<file path="src/include/occr_regs.svh">
// register offsets, field positions, codes and reset values of the
// output channel configuration bank; included by the package and the rtl.
// Function
// - Hold channel five fraction bits 15:0
// - Channel six fraction top bits at 3:0
// - Channel six integer ratio is field plus one
// - Prescale codes: 000 two, 001 three, 111 one
// - Prescale bypassed while fraction divider is off
// - Bit 9 switches the fraction divider
// - Output control: off, clock, static low, high
// - Driver type: differential, single-ended, host differential
// - Bit 6 enables positive single-ended output
// - Negative side only works with positive side
// - Bit 8 selects slow single-ended edges
// - Bit 0 selects low or high supply
// - Supply bit cleared at power-up is tolerated
// - Channel seven control mirrors channel six layout
// - Channel seven divider word follows its control
`ifndef OCCR_REGS_SVH
`define OCCR_REGS_SVH

`define OCCR_ADDR_W          6
`define OCCR_DATA_W          16
`define OCCR_NUM_REGS        6
`define OCCR_IDX_W           3

`define OCCR_OFS_CH5_FRAC_LO 6'h0E
`define OCCR_OFS_CH6_CTRL    6'h0F
`define OCCR_OFS_CH6_DIV     6'h10
`define OCCR_OFS_CH6_FRAC_LO 6'h11
`define OCCR_OFS_CH7_CTRL    6'h12
`define OCCR_OFS_CH7_DIV     6'h13

`define OCCR_SUPPLY_BIT      0
`define OCCR_OUT_LSB         1
`define OCCR_OUT_MSB         2
`define OCCR_DRV_LSB         3
`define OCCR_DRV_MSB         4
`define OCCR_POS_BIT         6
`define OCCR_NEG_BIT         7
`define OCCR_SLOW_BIT        8
`define OCCR_FRAC_ON_BIT     9
`define OCCR_PRE_LSB         10
`define OCCR_PRE_MSB         12
`define OCCR_FRAC_HI_LSB     0
`define OCCR_FRAC_HI_MSB     3
`define OCCR_INT_LSB         4
`define OCCR_INT_MSB         11

`define OCCR_PRE_DIV2        3'h0
`define OCCR_PRE_DIV3        3'h1
`define OCCR_PRE_DIV1        3'h7

`define OCCR_RSVD_CTRL       16'hE020
`define OCCR_RSVD_DIV        16'hF000
`define OCCR_RSVD_FRAC       16'h0000
`define OCCR_RST_WORD        16'h0000

`endif

</file>
<file path="src/include/occr_pkg.sv">
// types shared by the configuration bank and its channel decoder.
// assumes occr_regs.svh sits on the include path.
`include "occr_regs.svh"

package occr_pkg;

   typedef enum logic [1:0] {
      OCCR_DRV_DIFF_LV,
      OCCR_DRV_SINGLE,
      OCCR_DRV_HOST_DIFF
   } occr_drv_t;

   // order matches the two-bit field codes 00..11
   typedef enum logic [1:0] {
      OCCR_OUT_OFF,
      OCCR_OUT_CLOCK,
      OCCR_OUT_LOW,
      OCCR_OUT_HIGH
   } occr_out_t;

   typedef struct packed {
      logic                    wr_en;
      logic                    rd_en;
      logic [`OCCR_ADDR_W-1:0] addr;
      logic [`OCCR_DATA_W-1:0] wdata;
   } occr_req_t;

   typedef struct packed {
      logic [8:0] int_ratio;
      logic [3:0] frac_hi;
      logic       frac_on;
      logic       prescale_bypass;
      logic [1:0] prescale_ratio;
      logic       prescale_bad;
      occr_drv_t  driver;
      logic       pos_on;
      logic       neg_on;
      logic       slow_edge;
      occr_out_t  out_ctl;
      logic       supply_high;
   } occr_chan_cfg_t;

endpackage : occr_pkg

</file>
<file path="src/rtl/occr_chan_decode.sv">
// decodes one channel's control and divider words into registered settings.
// assumes the words come from flops in the same clock domain.
`timescale 1ns/100ps
`default_nettype none
`include "occr_regs.svh"

module occr_chan_decode (
   // clock and reset
   input  wire logic                     sys_clk,
   input  wire logic                     arst_n,
   // stored words
   input  wire logic [`OCCR_DATA_W-1:0]  ctrl_word,
   input  wire logic [`OCCR_DATA_W-1:0]  div_word,
   // decoded settings
   output var  occr_pkg::occr_chan_cfg_t cfg_r
);
   import occr_pkg::*;

   // what an all-zero pair of words decodes to
   localparam occr_chan_cfg_t CFG_RST = '{
      int_ratio: 9'h001, frac_hi: 4'h0, frac_on: 1'b0,
      prescale_bypass: 1'b1, prescale_ratio: 2'h1, prescale_bad: 1'b0,
      driver: OCCR_DRV_DIFF_LV, pos_on: 1'b0, neg_on: 1'b0,
      slow_edge: 1'b0, out_ctl: OCCR_OUT_OFF, supply_high: 1'b0};

   wire logic [2:0] pre_code;
   wire logic       frac_on;
   wire logic       pre_div2;
   wire logic       pre_div3;
   wire logic       pre_div1;
   wire logic [1:0] ratio;
   wire logic       pre_bad;
   wire occr_drv_t  drv;
   wire logic       pos_on;
   wire logic       neg_on;
   wire logic [8:0] int_ratio;
   occr_chan_cfg_t  cfg_nxt;

   assign pre_code  = ctrl_word[`OCCR_PRE_MSB:`OCCR_PRE_LSB];
   assign frac_on   = ctrl_word[`OCCR_FRAC_ON_BIT];
   assign pre_div2  = (pre_code == `OCCR_PRE_DIV2);
   assign pre_div3  = (pre_code == `OCCR_PRE_DIV3);
   assign pre_div1  = (pre_code == `OCCR_PRE_DIV1);
   // reserved codes fall back to divide by one and, with the fraction divider on, raise a flag
   assign ratio     = !frac_on ? 2'h1 : pre_div2 ? 2'h2 : pre_div3 ? 2'h3 : 2'h1;
   assign pre_bad   = frac_on & !(pre_div2 | pre_div3 | pre_div1);
   assign drv       = !ctrl_word[`OCCR_DRV_MSB] ? OCCR_DRV_DIFF_LV :
                      ctrl_word[`OCCR_DRV_LSB]  ? OCCR_DRV_HOST_DIFF : OCCR_DRV_SINGLE;
   assign pos_on    = ctrl_word[`OCCR_POS_BIT];
   // a lone negative enable is held off rather than trusted
   assign neg_on    = ctrl_word[`OCCR_NEG_BIT] & pos_on;
   assign int_ratio = {1'b0, div_word[`OCCR_INT_MSB:`OCCR_INT_LSB]} + 9'h001;

   assign cfg_nxt = '{
      int_ratio:       int_ratio,
      frac_hi:         div_word[`OCCR_FRAC_HI_MSB:`OCCR_FRAC_HI_LSB],
      frac_on:         frac_on,
      prescale_bypass: !frac_on,
      prescale_ratio:  ratio,
      prescale_bad:    pre_bad,
      driver:          drv,
      pos_on:          pos_on,
      neg_on:          neg_on,
      slow_edge:       ctrl_word[`OCCR_SLOW_BIT],
      out_ctl:         occr_out_t'(ctrl_word[`OCCR_OUT_MSB:`OCCR_OUT_LSB]),
      supply_high:     ctrl_word[`OCCR_SUPPLY_BIT]};

   always_ff @(posedge sys_clk or negedge arst_n) begin
      if (!arst_n) begin
         cfg_r <= CFG_RST;
      end else begin
         cfg_r <= cfg_nxt;
      end
   end

endmodule : occr_chan_decode

`default_nettype wire

</file>
<file path="src/rtl/occr_top.sv">
// output channel configuration bank: six 16-bit words behind a simple
// word-wide register port, decoded into per-channel settings.
// assumes the serial programming front end presents one-cycle read and
// write strobes synchronous to sys_clk.
`timescale 1ns/100ps
`default_nettype none
`include "occr_regs.svh"

module occr_top (
   // clock and reset
   input  wire logic                     sys_clk,
   input  wire logic                     arst_n,
   // register port
   input  wire occr_pkg::occr_req_t      req,
   output wire logic [`OCCR_DATA_W-1:0]  rd_data_r,
   output wire logic                     rd_valid_r,
   output wire logic                     addr_err_r,
   output wire logic                     rsvd_wr_r,
   // channel five
   output wire logic [`OCCR_DATA_W-1:0]  chan_five_fraction_low_r,
   // channel six
   output wire occr_pkg::occr_chan_cfg_t ch6_cfg_r,
   output wire logic [`OCCR_DATA_W-1:0]  chan_six_fraction_low_r,
   // channel seven
   output wire occr_pkg::occr_chan_cfg_t ch7_cfg_r
);
   import occr_pkg::*;

   localparam logic [`OCCR_IDX_W-1:0] IDX_CH5_FRAC =
      `OCCR_IDX_W'(`OCCR_OFS_CH5_FRAC_LO - `OCCR_OFS_CH5_FRAC_LO);
   localparam logic [`OCCR_IDX_W-1:0] IDX_CH6_CTRL =
      `OCCR_IDX_W'(`OCCR_OFS_CH6_CTRL - `OCCR_OFS_CH5_FRAC_LO);
   localparam logic [`OCCR_IDX_W-1:0] IDX_CH6_DIV =
      `OCCR_IDX_W'(`OCCR_OFS_CH6_DIV - `OCCR_OFS_CH5_FRAC_LO);
   localparam logic [`OCCR_IDX_W-1:0] IDX_CH6_FRAC =
      `OCCR_IDX_W'(`OCCR_OFS_CH6_FRAC_LO - `OCCR_OFS_CH5_FRAC_LO);
   localparam logic [`OCCR_IDX_W-1:0] IDX_CH7_CTRL =
      `OCCR_IDX_W'(`OCCR_OFS_CH7_CTRL - `OCCR_OFS_CH5_FRAC_LO);
   localparam logic [`OCCR_IDX_W-1:0] IDX_CH7_DIV =
      `OCCR_IDX_W'(`OCCR_OFS_CH7_DIV - `OCCR_OFS_CH5_FRAC_LO);

   logic [`OCCR_DATA_W-1:0] regs_r [`OCCR_NUM_REGS];
   logic [`OCCR_DATA_W-1:0] rd_data_q;
   logic                    rd_valid_q;
   logic                    addr_err_q;
   logic                    rsvd_wr_q;

   wire logic [`OCCR_ADDR_W-1:0] offset;
   wire logic [`OCCR_IDX_W-1:0]  idx;
   wire logic                    mapped;
   wire logic                    wr_ok;
   wire logic [`OCCR_DATA_W-1:0] rd_mux;
   wire logic [`OCCR_DATA_W-1:0] rsvd_mask;
   wire logic                    is_ctrl;
   wire logic                    is_div;
   wire logic [`OCCR_NUM_REGS-1:0] wr_hit;

   // address decode
   assign offset  = req.addr - `OCCR_OFS_CH5_FRAC_LO;
   assign mapped  = (req.addr >= `OCCR_OFS_CH5_FRAC_LO) &&
                    (req.addr <= `OCCR_OFS_CH7_DIV);
   assign idx     = offset[`OCCR_IDX_W-1:0];
   assign wr_ok   = req.wr_en & mapped;
   // unmapped reads answer zero so software sees a defined value
   assign rd_mux  = mapped ? regs_r[idx] : `OCCR_RST_WORD;
   assign is_ctrl = (idx == IDX_CH6_CTRL) || (idx == IDX_CH7_CTRL);
   assign is_div  = (idx == IDX_CH6_DIV) || (idx == IDX_CH7_DIV);
   assign rsvd_mask = is_ctrl ? `OCCR_RSVD_CTRL :
                      is_div  ? `OCCR_RSVD_DIV  : `OCCR_RSVD_FRAC;

   // word storage; reserved bits are kept so a read returns what was sent
   genvar gi;
   generate
      for (gi = 0; gi < `OCCR_NUM_REGS; gi++) begin : g_word
         assign wr_hit[gi] = wr_ok && (idx == `OCCR_IDX_W'(gi));
         always_ff @(posedge sys_clk or negedge arst_n) begin
            if (!arst_n) begin
               regs_r[gi] <= `OCCR_RST_WORD;
            end else if (wr_hit[gi]) begin
               regs_r[gi] <= req.wdata;
            end
         end
      end
   endgenerate

   // read answers one cycle after the strobe; a write in the same cycle
   // is not visible until the next read
   always_ff @(posedge sys_clk or negedge arst_n) begin
      if (!arst_n) begin
         rd_data_q <= `OCCR_RST_WORD;
      end else if (req.rd_en) begin
         rd_data_q <= rd_mux;
      end
   end

   always_ff @(posedge sys_clk or negedge arst_n) begin
      if (!arst_n) begin
         rd_valid_q <= 1'b0;
         addr_err_q <= 1'b0;
         rsvd_wr_q  <= 1'b0;
      end else begin
         rd_valid_q <= req.rd_en;
         addr_err_q <= (req.rd_en | req.wr_en) & !mapped;
         // flags software that broke the zero-in-reserved convention
         rsvd_wr_q  <= wr_ok & |(req.wdata & rsvd_mask);
      end
   end

   assign rd_data_r  = rd_data_q;
   assign rd_valid_r = rd_valid_q;
   assign addr_err_r = addr_err_q;
   assign rsvd_wr_r  = rsvd_wr_q;

   assign chan_five_fraction_low_r = regs_r[IDX_CH5_FRAC];
   assign chan_six_fraction_low_r  = regs_r[IDX_CH6_FRAC];

   occr_chan_decode u_ch6 (
      .sys_clk   (sys_clk),
      .arst_n    (arst_n),
      .ctrl_word (regs_r[IDX_CH6_CTRL]),
      .div_word  (regs_r[IDX_CH6_DIV]),
      .cfg_r     (ch6_cfg_r)
   );

   // channel seven reuses the same decoder on its own words
   occr_chan_decode u_ch7 (
      .sys_clk   (sys_clk),
      .arst_n    (arst_n),
      .ctrl_word (regs_r[IDX_CH7_CTRL]),
      .div_word  (regs_r[IDX_CH7_DIV]),
      .cfg_r     (ch7_cfg_r)
   );

   // checking helpers
   logic past_ok_r;
   always_ff @(posedge sys_clk or negedge arst_n) begin
      if (!arst_n) begin
         past_ok_r <= 1'b0;
      end else begin
         past_ok_r <= 1'b1;
      end
   end

   wire logic [`OCCR_DATA_W-1:0] ch6_ctrl_w;
   wire logic [`OCCR_DATA_W-1:0] ch6_div_w;
   wire logic [`OCCR_DATA_W-1:0] ch7_ctrl_w;
   wire logic [`OCCR_DATA_W-1:0] ch7_div_w;
   assign ch6_ctrl_w = regs_r[IDX_CH6_CTRL];
   assign ch6_div_w  = regs_r[IDX_CH6_DIV];
   assign ch7_ctrl_w = regs_r[IDX_CH7_CTRL];
   assign ch7_div_w  = regs_r[IDX_CH7_DIV];

   property p_read_back;
      @(posedge sys_clk) disable iff (!arst_n)
      (req.wr_en && mapped) ##1 (req.rd_en && !req.wr_en && req.addr == $past(req.addr))
      |=> rd_valid_r && rd_data_r == $past(req.wdata, 2);
   endproperty
   a_read_back: assert property (p_read_back) else $error("read does not return written word");

   property p_ch5_frac;
      @(posedge sys_clk) disable iff (!arst_n)
      (req.wr_en && req.addr == `OCCR_OFS_CH5_FRAC_LO)
      |=> chan_five_fraction_low_r == $past(req.wdata);
   endproperty
   a_ch5_frac: assert property (p_ch5_frac) else $error("channel five fraction not stored");

   property p_ch6_frac_hi;
      @(posedge sys_clk) disable iff (!arst_n)
      past_ok_r |-> ch6_cfg_r.frac_hi == $past(ch6_div_w[`OCCR_FRAC_HI_MSB:`OCCR_FRAC_HI_LSB]);
   endproperty
   a_ch6_frac_hi: assert property (p_ch6_frac_hi) else $error("channel six fraction top wrong");

   property p_ch6_int;
      @(posedge sys_clk) disable iff (!arst_n)
      past_ok_r |-> ch6_cfg_r.int_ratio ==
         {1'b0, $past(ch6_div_w[`OCCR_INT_MSB:`OCCR_INT_LSB])} + 9'h001;
   endproperty
   a_ch6_int: assert property (p_ch6_int) else $error("channel six integer ratio wrong");

   property p_prescale_code;
      @(posedge sys_clk) disable iff (!arst_n)
      (past_ok_r && ch6_cfg_r.frac_on) |->
         ch6_cfg_r.prescale_ratio == ($past(ch6_ctrl_w[`OCCR_PRE_MSB:`OCCR_PRE_LSB]) == `OCCR_PRE_DIV2 ? 2'h2 :
                                      $past(ch6_ctrl_w[`OCCR_PRE_MSB:`OCCR_PRE_LSB]) == `OCCR_PRE_DIV3 ? 2'h3 : 2'h1);
   endproperty
   a_prescale_code: assert property (p_prescale_code) else $error("prescale ratio decode wrong");

   property p_bypass;
      @(posedge sys_clk) disable iff (!arst_n)
      !ch7_cfg_r.frac_on |-> ch7_cfg_r.prescale_bypass && ch7_cfg_r.prescale_ratio == 2'h1
                             && !ch7_cfg_r.prescale_bad;
   endproperty
   a_bypass: assert property (p_bypass) else $error("prescale not bypassed");

   property p_frac_on;
      @(posedge sys_clk) disable iff (!arst_n)
      (req.wr_en && req.addr == `OCCR_OFS_CH6_CTRL) |-> ##2 ch6_cfg_r.frac_on == $past(req.wdata[`OCCR_FRAC_ON_BIT], 2);
   endproperty
   a_frac_on: assert property (p_frac_on) else $error("fraction enable not applied two cycles on");

   property p_out_ctl;
      @(posedge sys_clk) disable iff (!arst_n)
      past_ok_r |-> ch7_cfg_r.out_ctl == occr_out_t'($past(ch7_ctrl_w[`OCCR_OUT_MSB:`OCCR_OUT_LSB]));
   endproperty
   a_out_ctl: assert property (p_out_ctl) else $error("output control decode wrong");

   property p_driver;
      @(posedge sys_clk) disable iff (!arst_n)
      past_ok_r && !$past(ch6_ctrl_w[`OCCR_DRV_MSB]) |-> ch6_cfg_r.driver == OCCR_DRV_DIFF_LV;
   endproperty
   a_driver: assert property (p_driver) else $error("low driver codes not differential");

   property p_neg_gate;
      @(posedge sys_clk) disable iff (!arst_n)
      past_ok_r && $past(ch6_ctrl_w[`OCCR_NEG_BIT]) |->
         ch6_cfg_r.neg_on == $past(ch6_ctrl_w[`OCCR_POS_BIT]) && ch6_cfg_r.pos_on == ch6_cfg_r.neg_on;
   endproperty
   a_neg_gate: assert property (p_neg_gate) else $error("negative side not gated by positive side");

   property p_ch7_int;
      @(posedge sys_clk) disable iff (!arst_n)
      past_ok_r |-> ch7_cfg_r.int_ratio ==
         {1'b0, $past(ch7_div_w[`OCCR_INT_MSB:`OCCR_INT_LSB])} + 9'h001;
   endproperty
   a_ch7_int: assert property (p_ch7_int) else $error("channel seven integer ratio wrong");

   property p_unmapped;
      @(posedge sys_clk) disable iff (!arst_n)
      (req.rd_en && !mapped) |=> rd_valid_r && addr_err_r && rd_data_r == `OCCR_RST_WORD;
   endproperty
   a_unmapped: assert property (p_unmapped) else $error("unmapped read not answered with zero");

   property p_pos_on;
      @(posedge sys_clk) disable iff (!arst_n)
      past_ok_r |-> ch7_cfg_r.pos_on == $past(ch7_ctrl_w[`OCCR_POS_BIT]);
   endproperty
   a_pos_on: assert property (p_pos_on) else $error("positive single-ended enable wrong");

   property p_slow_edge;
      @(posedge sys_clk) disable iff (!arst_n)
      past_ok_r |-> ch6_cfg_r.slow_edge == $past(ch6_ctrl_w[`OCCR_SLOW_BIT]);
   endproperty
   a_slow_edge: assert property (p_slow_edge) else $error("slow edge select wrong");

   property p_supply;
      @(posedge sys_clk) disable iff (!arst_n)
      past_ok_r |-> ch7_cfg_r.supply_high == $past(ch7_ctrl_w[`OCCR_SUPPLY_BIT]);
   endproperty
   a_supply: assert property (p_supply) else $error("supply range select wrong");

   // channel seven must follow its own enable, not channel six's
   property p_ch7_bypass;
      @(posedge sys_clk) disable iff (!arst_n)
      past_ok_r |-> ch7_cfg_r.prescale_bypass == !$past(ch7_ctrl_w[`OCCR_FRAC_ON_BIT]);
   endproperty
   a_ch7_bypass: assert property (p_ch7_bypass) else $error("channel seven bypass not from its own word");

   property p_ch6_low;
      @(posedge sys_clk) disable iff (!arst_n)
      (req.wr_en && req.addr == `OCCR_OFS_CH6_FRAC_LO)
      |=> chan_six_fraction_low_r == $past(req.wdata);
   endproperty
   a_ch6_low: assert property (p_ch6_low) else $error("channel six fraction low not stored");

   property p_rsvd_div;
      @(posedge sys_clk) disable iff (!arst_n)
      (req.wr_en && req.addr == `OCCR_OFS_CH6_DIV)
      |=> rsvd_wr_r == $past(|(req.wdata & `OCCR_RSVD_DIV));
   endproperty
   a_rsvd_div: assert property (p_rsvd_div) else $error("reserved divider bits not flagged");

   property p_rd_ok;
      @(posedge sys_clk) disable iff (!arst_n)
      (req.rd_en && mapped) |=> rd_valid_r && !addr_err_r;
   endproperty
   a_rd_ok: assert property (p_rd_ok) else $error("mapped read not answered cleanly");

   property p_unmapped_wr;
      @(posedge sys_clk) disable iff (!arst_n)
      (req.wr_en && !mapped) |=> addr_err_r && !rsvd_wr_r
         && $stable(chan_five_fraction_low_r) && $stable(chan_six_fraction_low_r);
   endproperty
   a_unmapped_wr: assert property (p_unmapped_wr) else $error("unmapped write changed a word");

   // straight after reset the supply bits read low and may be set later
   property p_reset_vals;
      @(posedge sys_clk) disable iff (!arst_n)
      !past_ok_r |-> !ch6_cfg_r.supply_high && !ch7_cfg_r.supply_high
         && chan_five_fraction_low_r == `OCCR_RST_WORD;
   endproperty
   a_reset_vals: assert property (p_reset_vals) else $error("words not cleared after reset");

   property p_c_ctrl_write;
      @(posedge sys_clk) disable iff (!arst_n)
      req.wr_en && req.addr == `OCCR_OFS_CH6_CTRL ##1 req.rd_en;
   endproperty
   c_ctrl_write: cover property (p_c_ctrl_write);

   property p_c_neg_on;
      @(posedge sys_clk) disable iff (!arst_n)
      ch7_cfg_r.neg_on && ch7_cfg_r.driver == OCCR_DRV_SINGLE;
   endproperty
   c_neg_on: cover property (p_c_neg_on);

   property p_c_unmapped;
      @(posedge sys_clk) disable iff (!arst_n)
      addr_err_r && rd_valid_r;
   endproperty
   c_unmapped: cover property (p_c_unmapped);

   property p_c_div3;
      @(posedge sys_clk) disable iff (!arst_n)
      ch6_cfg_r.frac_on && ch6_cfg_r.prescale_ratio == 2'h3;
   endproperty
   c_div3: cover property (p_c_div3);

endmodule : occr_top

`default_nettype wire

</file>
<file path="config.mk">
export PLATFORM = sky130hd
export DESIGN_NAME = occr_top
export DESIGN_NICKNAME = d
export VERILOG_FILES = /design/src/include/occr_pkg.sv /design/src/rtl/occr_chan_decode.sv /design/src/rtl/occr_top.sv
export VERILOG_INCLUDE_DIRS = /design/src /design/src/include
export SDC_FILE = /design/constraint.sdc
export NUM_CORES = 1
export LEC_CHECK = 0
export BUFFER_PORTS_ARGS = -buffer_cell sky130_fd_sc_hd__buf_2
export CORE_UTILIZATION = 24
export CTS_BUF_LIST = sky130_fd_sc_hd__clkbuf_16
export DETAILED_ROUTE_END_ITERATION = 6
export GPL_TIMING_DRIVEN = 1
export PLACE_DENSITY = 0.52
export SLEW_MARGIN = 20
export SYNTH_ARGS = -nofsm -noshare
export SYNTH_HDL_FRONTEND = slang
export SYNTH_HIERARCHICAL = 1
export SYNTH_SLANG_ARGS = --single-unit
</file>
<file path="constraint.sdc">
create_clock -name sys_clk -period 1.7 [get_ports sys_clk]
set_input_delay 0.085 -clock sys_clk [delete_from_list [all_inputs] [get_ports sys_clk]]
set_output_delay 0.085 -clock sys_clk [all_outputs]
set_load 0.03 [all_outputs]
</file>
# After elaboration in Yosys (flattened, before gate mapping)
# Index checks and enable logic that the tools add are counted.
[word_totals]
output_inout_bits = 103
in_bits = 26
ff_bits = 167
elab_cells = 97
[op_classes]
n_bitwise = 14
magnitude_cmp = 3
mux = 16
n_addsub = 3
eq_ne = 9
n_reduce_logical = 18
[op_table]
columns = ["op", "n"]
rows = [
  ["$mux W16", 5],
  ["$bmux W16 S3", 1],
  ["$mux W2", 10],
  ["$add A8 B1 Y9 const B", 2],
  ["$and A16 B16 Y16", 1],
  ["$reduce_or A16 Y1", 1],
  ["$eq A3 B3 Y1 const B", 4],
  ["$eq A3 B1 Y1 const B", 3],
  ["$logic_not A3 Y1", 3],
  ["$and A1 B1 Y1", 7],
  ["$logic_and A1 B1 Y1", 7],
  ["$eq A3 B2 Y1 const B", 2],
  ["$ge A6 B4 Y1 const B", 1],
  ["$le A6 B5 Y1 const B", 1],
  ["$logic_not A1 Y1", 5],
  ["$or A1 B1 Y1", 5],
  ["$ge A4 B4 Y1 const B", 1],
  ["$not A3 Y4", 1],
  ["$sub A3 B3 Y3 const B", 1],
  ["$logic_or A1 B1 Y1", 2],
]

# Depth between registers and ports, before layout
[depth]
ltp_word = 8
depth_mapped = 7
depth_no_buf = 4

# Modules after synthesis
# The synthesis kept the hierarchy.
[modules_own_cells]
columns = ["mod", "seq_area_each_um2", "area_each_um2", "cells_each", "instances"]
rows = [
  ["occr_top", 2877.8, 5172.5, 349, 1],
  ["occr_chan_decode", 654.4, 822.0, 52, 2],
]

# Worst setup path before layout
# Ideal clock, no wire load.
[synth_timing]
path_type = "input-to-reg"
from = "in req[18] in the netlist's numbering"
to = "reg regs_r, in the netlist ch6_div_w[10]"
t_arrival_ps = 1350
stages = 7
setup_ps = 125
slack_ps = 225
path_buffers = 3
required_ps = 1575
path_cell_list = "buf_6 > nor3b_4 > nand2_2 > or3_1 > buf_6 > buf_12 > mux2_4"
[synth_via]
elab_chain_cells = 4
elab_cells_between_ends = 7
cone_classes = "1 x add/sub; 2 x order compare; 1 x eq/ne; 1 x bitwise; 2 x reduce/logical"
[synth_rtl]
columns = ["item", "line", "rtl"]
rows = [
  ["start: declaration", "occr_top.sv:14", "input wire occr_pkg::occr_req_t req,"],
  ["$ge A6 B4 Y1 (no source line) or $le A6 B5 Y1 (tied branches)", "--", ""],
  ["$logic_and A1 B1 Y1", "occr_top.sv:60", "assign mapped = (req.addr >= `OCCR_OFS_CH5_FRAC_LO) &&"],
  ["$and A1 B1 Y1", "occr_top.sv:63", "assign wr_ok = req.wr_en & mapped;"],
  ["$logic_and A1 B1 Y1 *", "occr_top.sv:75", "assign wr_hit[gi] = wr_ok && (idx == `OCCR_IDX_W'(gi));"],
  ["end signal: indexed assignment", "occr_top.sv:78", "regs_r[gi] <= `OCCR_RST_WORD;"],
  ["end signal: indexed assignment", "occr_top.sv:80", "regs_r[gi] <= req.wdata;"],
  ["end: declaration", "occr_top.sv:42", "logic [`OCCR_DATA_W-1:0] regs_r [`OCCR_NUM_REGS];"],
]
# Every way passes the cells marked *; elsewhere a longest branch is shown, timed or not.
# A chain may end at the register's enable or synchronous reset.

# Final worst setup path
[layout_timing]
from = "in req[21] in the netlist's numbering"
to = "reg regs_r, in the netlist ch6_div_w[12]"
[layout_via]
elab_chain_cells = 4
elab_cells_between_ends = 5
cone_classes = "2 x order compare; 1 x bitwise; 2 x reduce/logical"
[layout_rtl]
columns = ["item", "line"]
rows = [
  ["$ge A6 B4 Y1 (no source line) or $le A6 B5 Y1 (tied branches)", "--"],
  ["$logic_and A1 B1 Y1 *", "occr_top.sv:60"],
  ["$and A1 B1 Y1 *", "occr_top.sv:63"],
  ["$logic_and A1 B1 Y1 *", "occr_top.sv:75"],
]
# Marked as above.

==> flow_summary.ini <==
[synthesis]
post_synthesis_compound_gate_area_fraction_pct = 2.900
synthesis.area_sq_um = 6817
yosys.area_share.adder_pct = 0.3671
post_synth_main_area_contributors = sky130_fd_sc_hd__dfrtp_1 59%, sky130_fd_sc_hd__mux2_2 14%, sky130_fd_sc_hd__mux4_2 5.3%
synth_top_family_by_area = multiplexers
yosys.cell_types.count = 39
synth_sequential_area_ratio_pct = 61.42
synthFlopType = sky130_fd_sc_hd__dfrtp_1
yosys_warnings = 6
synthDominantCellAreaShare_pct = 59.10
synthXorXnorAreaFrac_pct = 1.670
synth.largest_area_cell = sky130_fd_sc_hd__dfrtp_1
number_of_synthesized_flops_with_an_enable_pin = 0
ys_async_sr_fraction_pct = 100.0
share_of_cell_area_taken_by_muxes_after_synthesis_pct = 24.06
ys_ff_latch = 167
netlist_instances = 453
synth_fp_nets = 481
avgSynthCellArea_sq_um = 15.05
synthSimpleGateAreaFrac_pct = 6.700

[clocking]
tritoncts = yes
clk-insertion-delay-late_ps = 420
cts_max_level = 4
clk_path_buf_depth = 2
cts.repair_timing.setup_buffer_count = 0
cts_sinks = 167
cts_root_buffer = sky130_fd_sc_hd__clkbuf_16
clkTransAtPathRegs_ps = 60
cts_inserted_buffers = 17

[floorplanning]
die_height_um = 170.5
io-pin-count = 129
initial_utilization_pct = 24.47
core_area_sq_um = 27860
die_w_um = 170.5
design.die.area_sq_um = 29080
floorplan.rows = 61

[setup_path]
worst-r2r-setup-slack_ps = 270
crit_path_cells = dlygate4sd3_1 > buf_2 > nor2b_1 > nand2_2 > or3_1 > buf_12 > mux2_4
start_kind = input pin
timing_worst_setup_path_type = in2reg
setup.worst_path.end_class = flip-flop
cp_max_stage_delay_ps = 540
path_max_fanout = 13
crit_buf_inv = 3
critical_path_required_ps = 2000
critPathTopFamily = buffers and inverters
cp.arrival_ps = 1960
slowest_stage = sky130_fd_sc_hd__dlygate4sd3_1

[drt]
wl_per_cell_um = 18.07
drcViolationCount = 0
detail_route.first_pass.iterations = 4
route.vias.total = 4186
avgViaCountPerCell = 4.145
first_iter_violations = 196
wl_um = 18250
drt.antenna.violating_nets = 0

[grt]
vias_in_the_first_global_route = 4541
overflow = 0
grt_max_degree = 80
grt_antenna_before_repair = 2
grt_first_pass_wirelength_um = 28460
grt_util_all_layers_pct = 13.28

[place]
place.detailed.hpwl_um = 13430
portBuffers = 128
place_congestion = 0.8042
placed_cell_area_sq_um = 8077

[final_layout]
drive_gt1_share_pct = 49.45
nFillCells = 2847
mostFrequentLayoutCell = sky130_fd_sc_hd__dfrtp_1
area_growth_syn_to_layout_pct = 28.29
layout.cell_area.non_filler_sq_um = 8745
finalNetCount = 646
most-common-layout-cells = 161 x sky130_fd_sc_hd__dfrtp_1, 127 x sky130_fd_sc_hd__buf_2, 87 x sky130_fd_sc_hd__mux2_2

[sta]
finalSetupViolations = 0
fmax_mhz = 602.9
setup_total_negative_slack_ps = 0
timing.final.max_slew_violations = 0
final_min_period_over_clock_period_pct = 97.56
worst_slew_pin_slew_ps = 431.3
final_period_minus_worst_setup_slack_ps = 1659
hold_viol_final = 0
worst_clock_skew_ps = 5.942
rsz_0062_raised_after_global_routing = false
timing.max_slew.rel_slack_pct = 71.25

[flow_run]
number_of_violations_of_the_max_capacitance_limit = 0

[worst_hold_path]
worstHoldPathType = in2reg

[power]
power_per_unit_of_standard_cell_area_nw_per_um2 = 1132
ir_worst_vdd_v = 0.0004756
power.static_leakage_uw = 0.004319

[status]
outcome = completed
## metal layers
layer / up-vias / track usage, % / wire [um]
li1: 1939 / - / -
met4: 2 / 4.779 / 195
met1: 2139 / 17.25 / 8198
met5: - / 0 / 17
met2: 98 / 20.80 / 8793
met3: 8 / 4.071 / 1042
## cell type report
type,count,area (sq um),share of cell area (%)
flip-flops and latches,167,4187,47.88
multi-input cells,247,2434,27.83
repair buffers,166,1022,11.69
well taps,378,473.0,5.409
clock buffers,17,425.4,4.865
clock inverters,15,130.1,1.488
inverters,19,71.32,0.8156
diodes,1,2.502,0.02862
## where the power goes
group | leakage, uW | total [uW] | switching (uW) | internal (uW)
logic | 0.00184 | 1560 | 941 | 616
clock network | 0.000251 | 3640 | 1620 | 2010
registers | 0.00223 | 4710 | 310 | 4400
total | 0.00432 | 9900 | 2870 | 7030
## path summary, 6_finish.rpt
path                          startpoint         endpoint  cells after the start
min reg2reg                 ch7_div_w[0]  u_ch7/cfg_r[13]                      0
max reg2reg                ch6_ctrl_w[6]     rd_data_r[6]                      4
max                              req[21]    ch6_div_w[12]                      7
max in group asynchronous         arst_n   u_ch6/cfg_r[9]                      3
min                              req[13]    ch6_div_w[13]                      2
min in group asynchronous         arst_n   ch7_ctrl_w[11]                      3
## logic make-up (layout without fill, tap and decap cells)
family          after synthesis  after routing
xor+xnor                     13             13
compound gates               25             25
mux                         128            128
simple gates                 79             79
buf+inv                      39            217
fa+ha+maj                     2              2
flops                       167            167
other cells                   0              1
## cell usage after synthesis (all sizes together), types with 7 or more instances
| cell type | instances |
|---|---|
| xnor2 | 7 |
| nor2 | 14 |
| nor2b | 7 |
| buf | 16 |
| nand2b | 23 |
| mux2i | 15 |
| mux2 | 97 |
| o221ai | 14 |
| mux4 | 16 |
| inv | 19 |
| nand2 | 8 |
| nand3 | 9 |
| dfrtp | 161 |
## sequential cells by signal, summed over array words and instances (netlist names)
| name | flops |
|---|---|
| ch7_div_w | 16 |
| rd_data_r | 16 |
| ch7_ctrl_w | 16 |
| rd_valid_r | 1 |
| u_ch6/cfg_r | 26 |
| chan_six_fraction_low_r | 16 |
| ch6_div_w | 16 |
| ch6_ctrl_w | 16 |
| u_ch7/cfg_r | 26 |
| rsvd_wr_r | 1 |
| chan_five_fraction_low_r | 16 |
| addr_err_r | 1 |
## metrics by stage
step                      total power, uW  hold slack [ps]  util, %  std cells  setup slack (ps)
final                                9903            10.09    31.39       1010             41.47
after detailed placement             6354            105.2    28.99        966             173.4
after CTS                           10040            1.017    31.38       1009             64.19
after floorplan                      5696           -210.6        -        453             225.0
after global routing                10360            14.24    31.38       1009             9.327
after global placement               6346            110.3    28.99        966             153.6
## timing repair
| item | 4_1_cts | 5_1_grt |
|---|---|---|
| gates resized for setup | 0 | 0 |
| hold endpoints to repair | 199 | 0 |
| hold buffers | 11 | 0 |
Power figures use the tool's default switching activity.
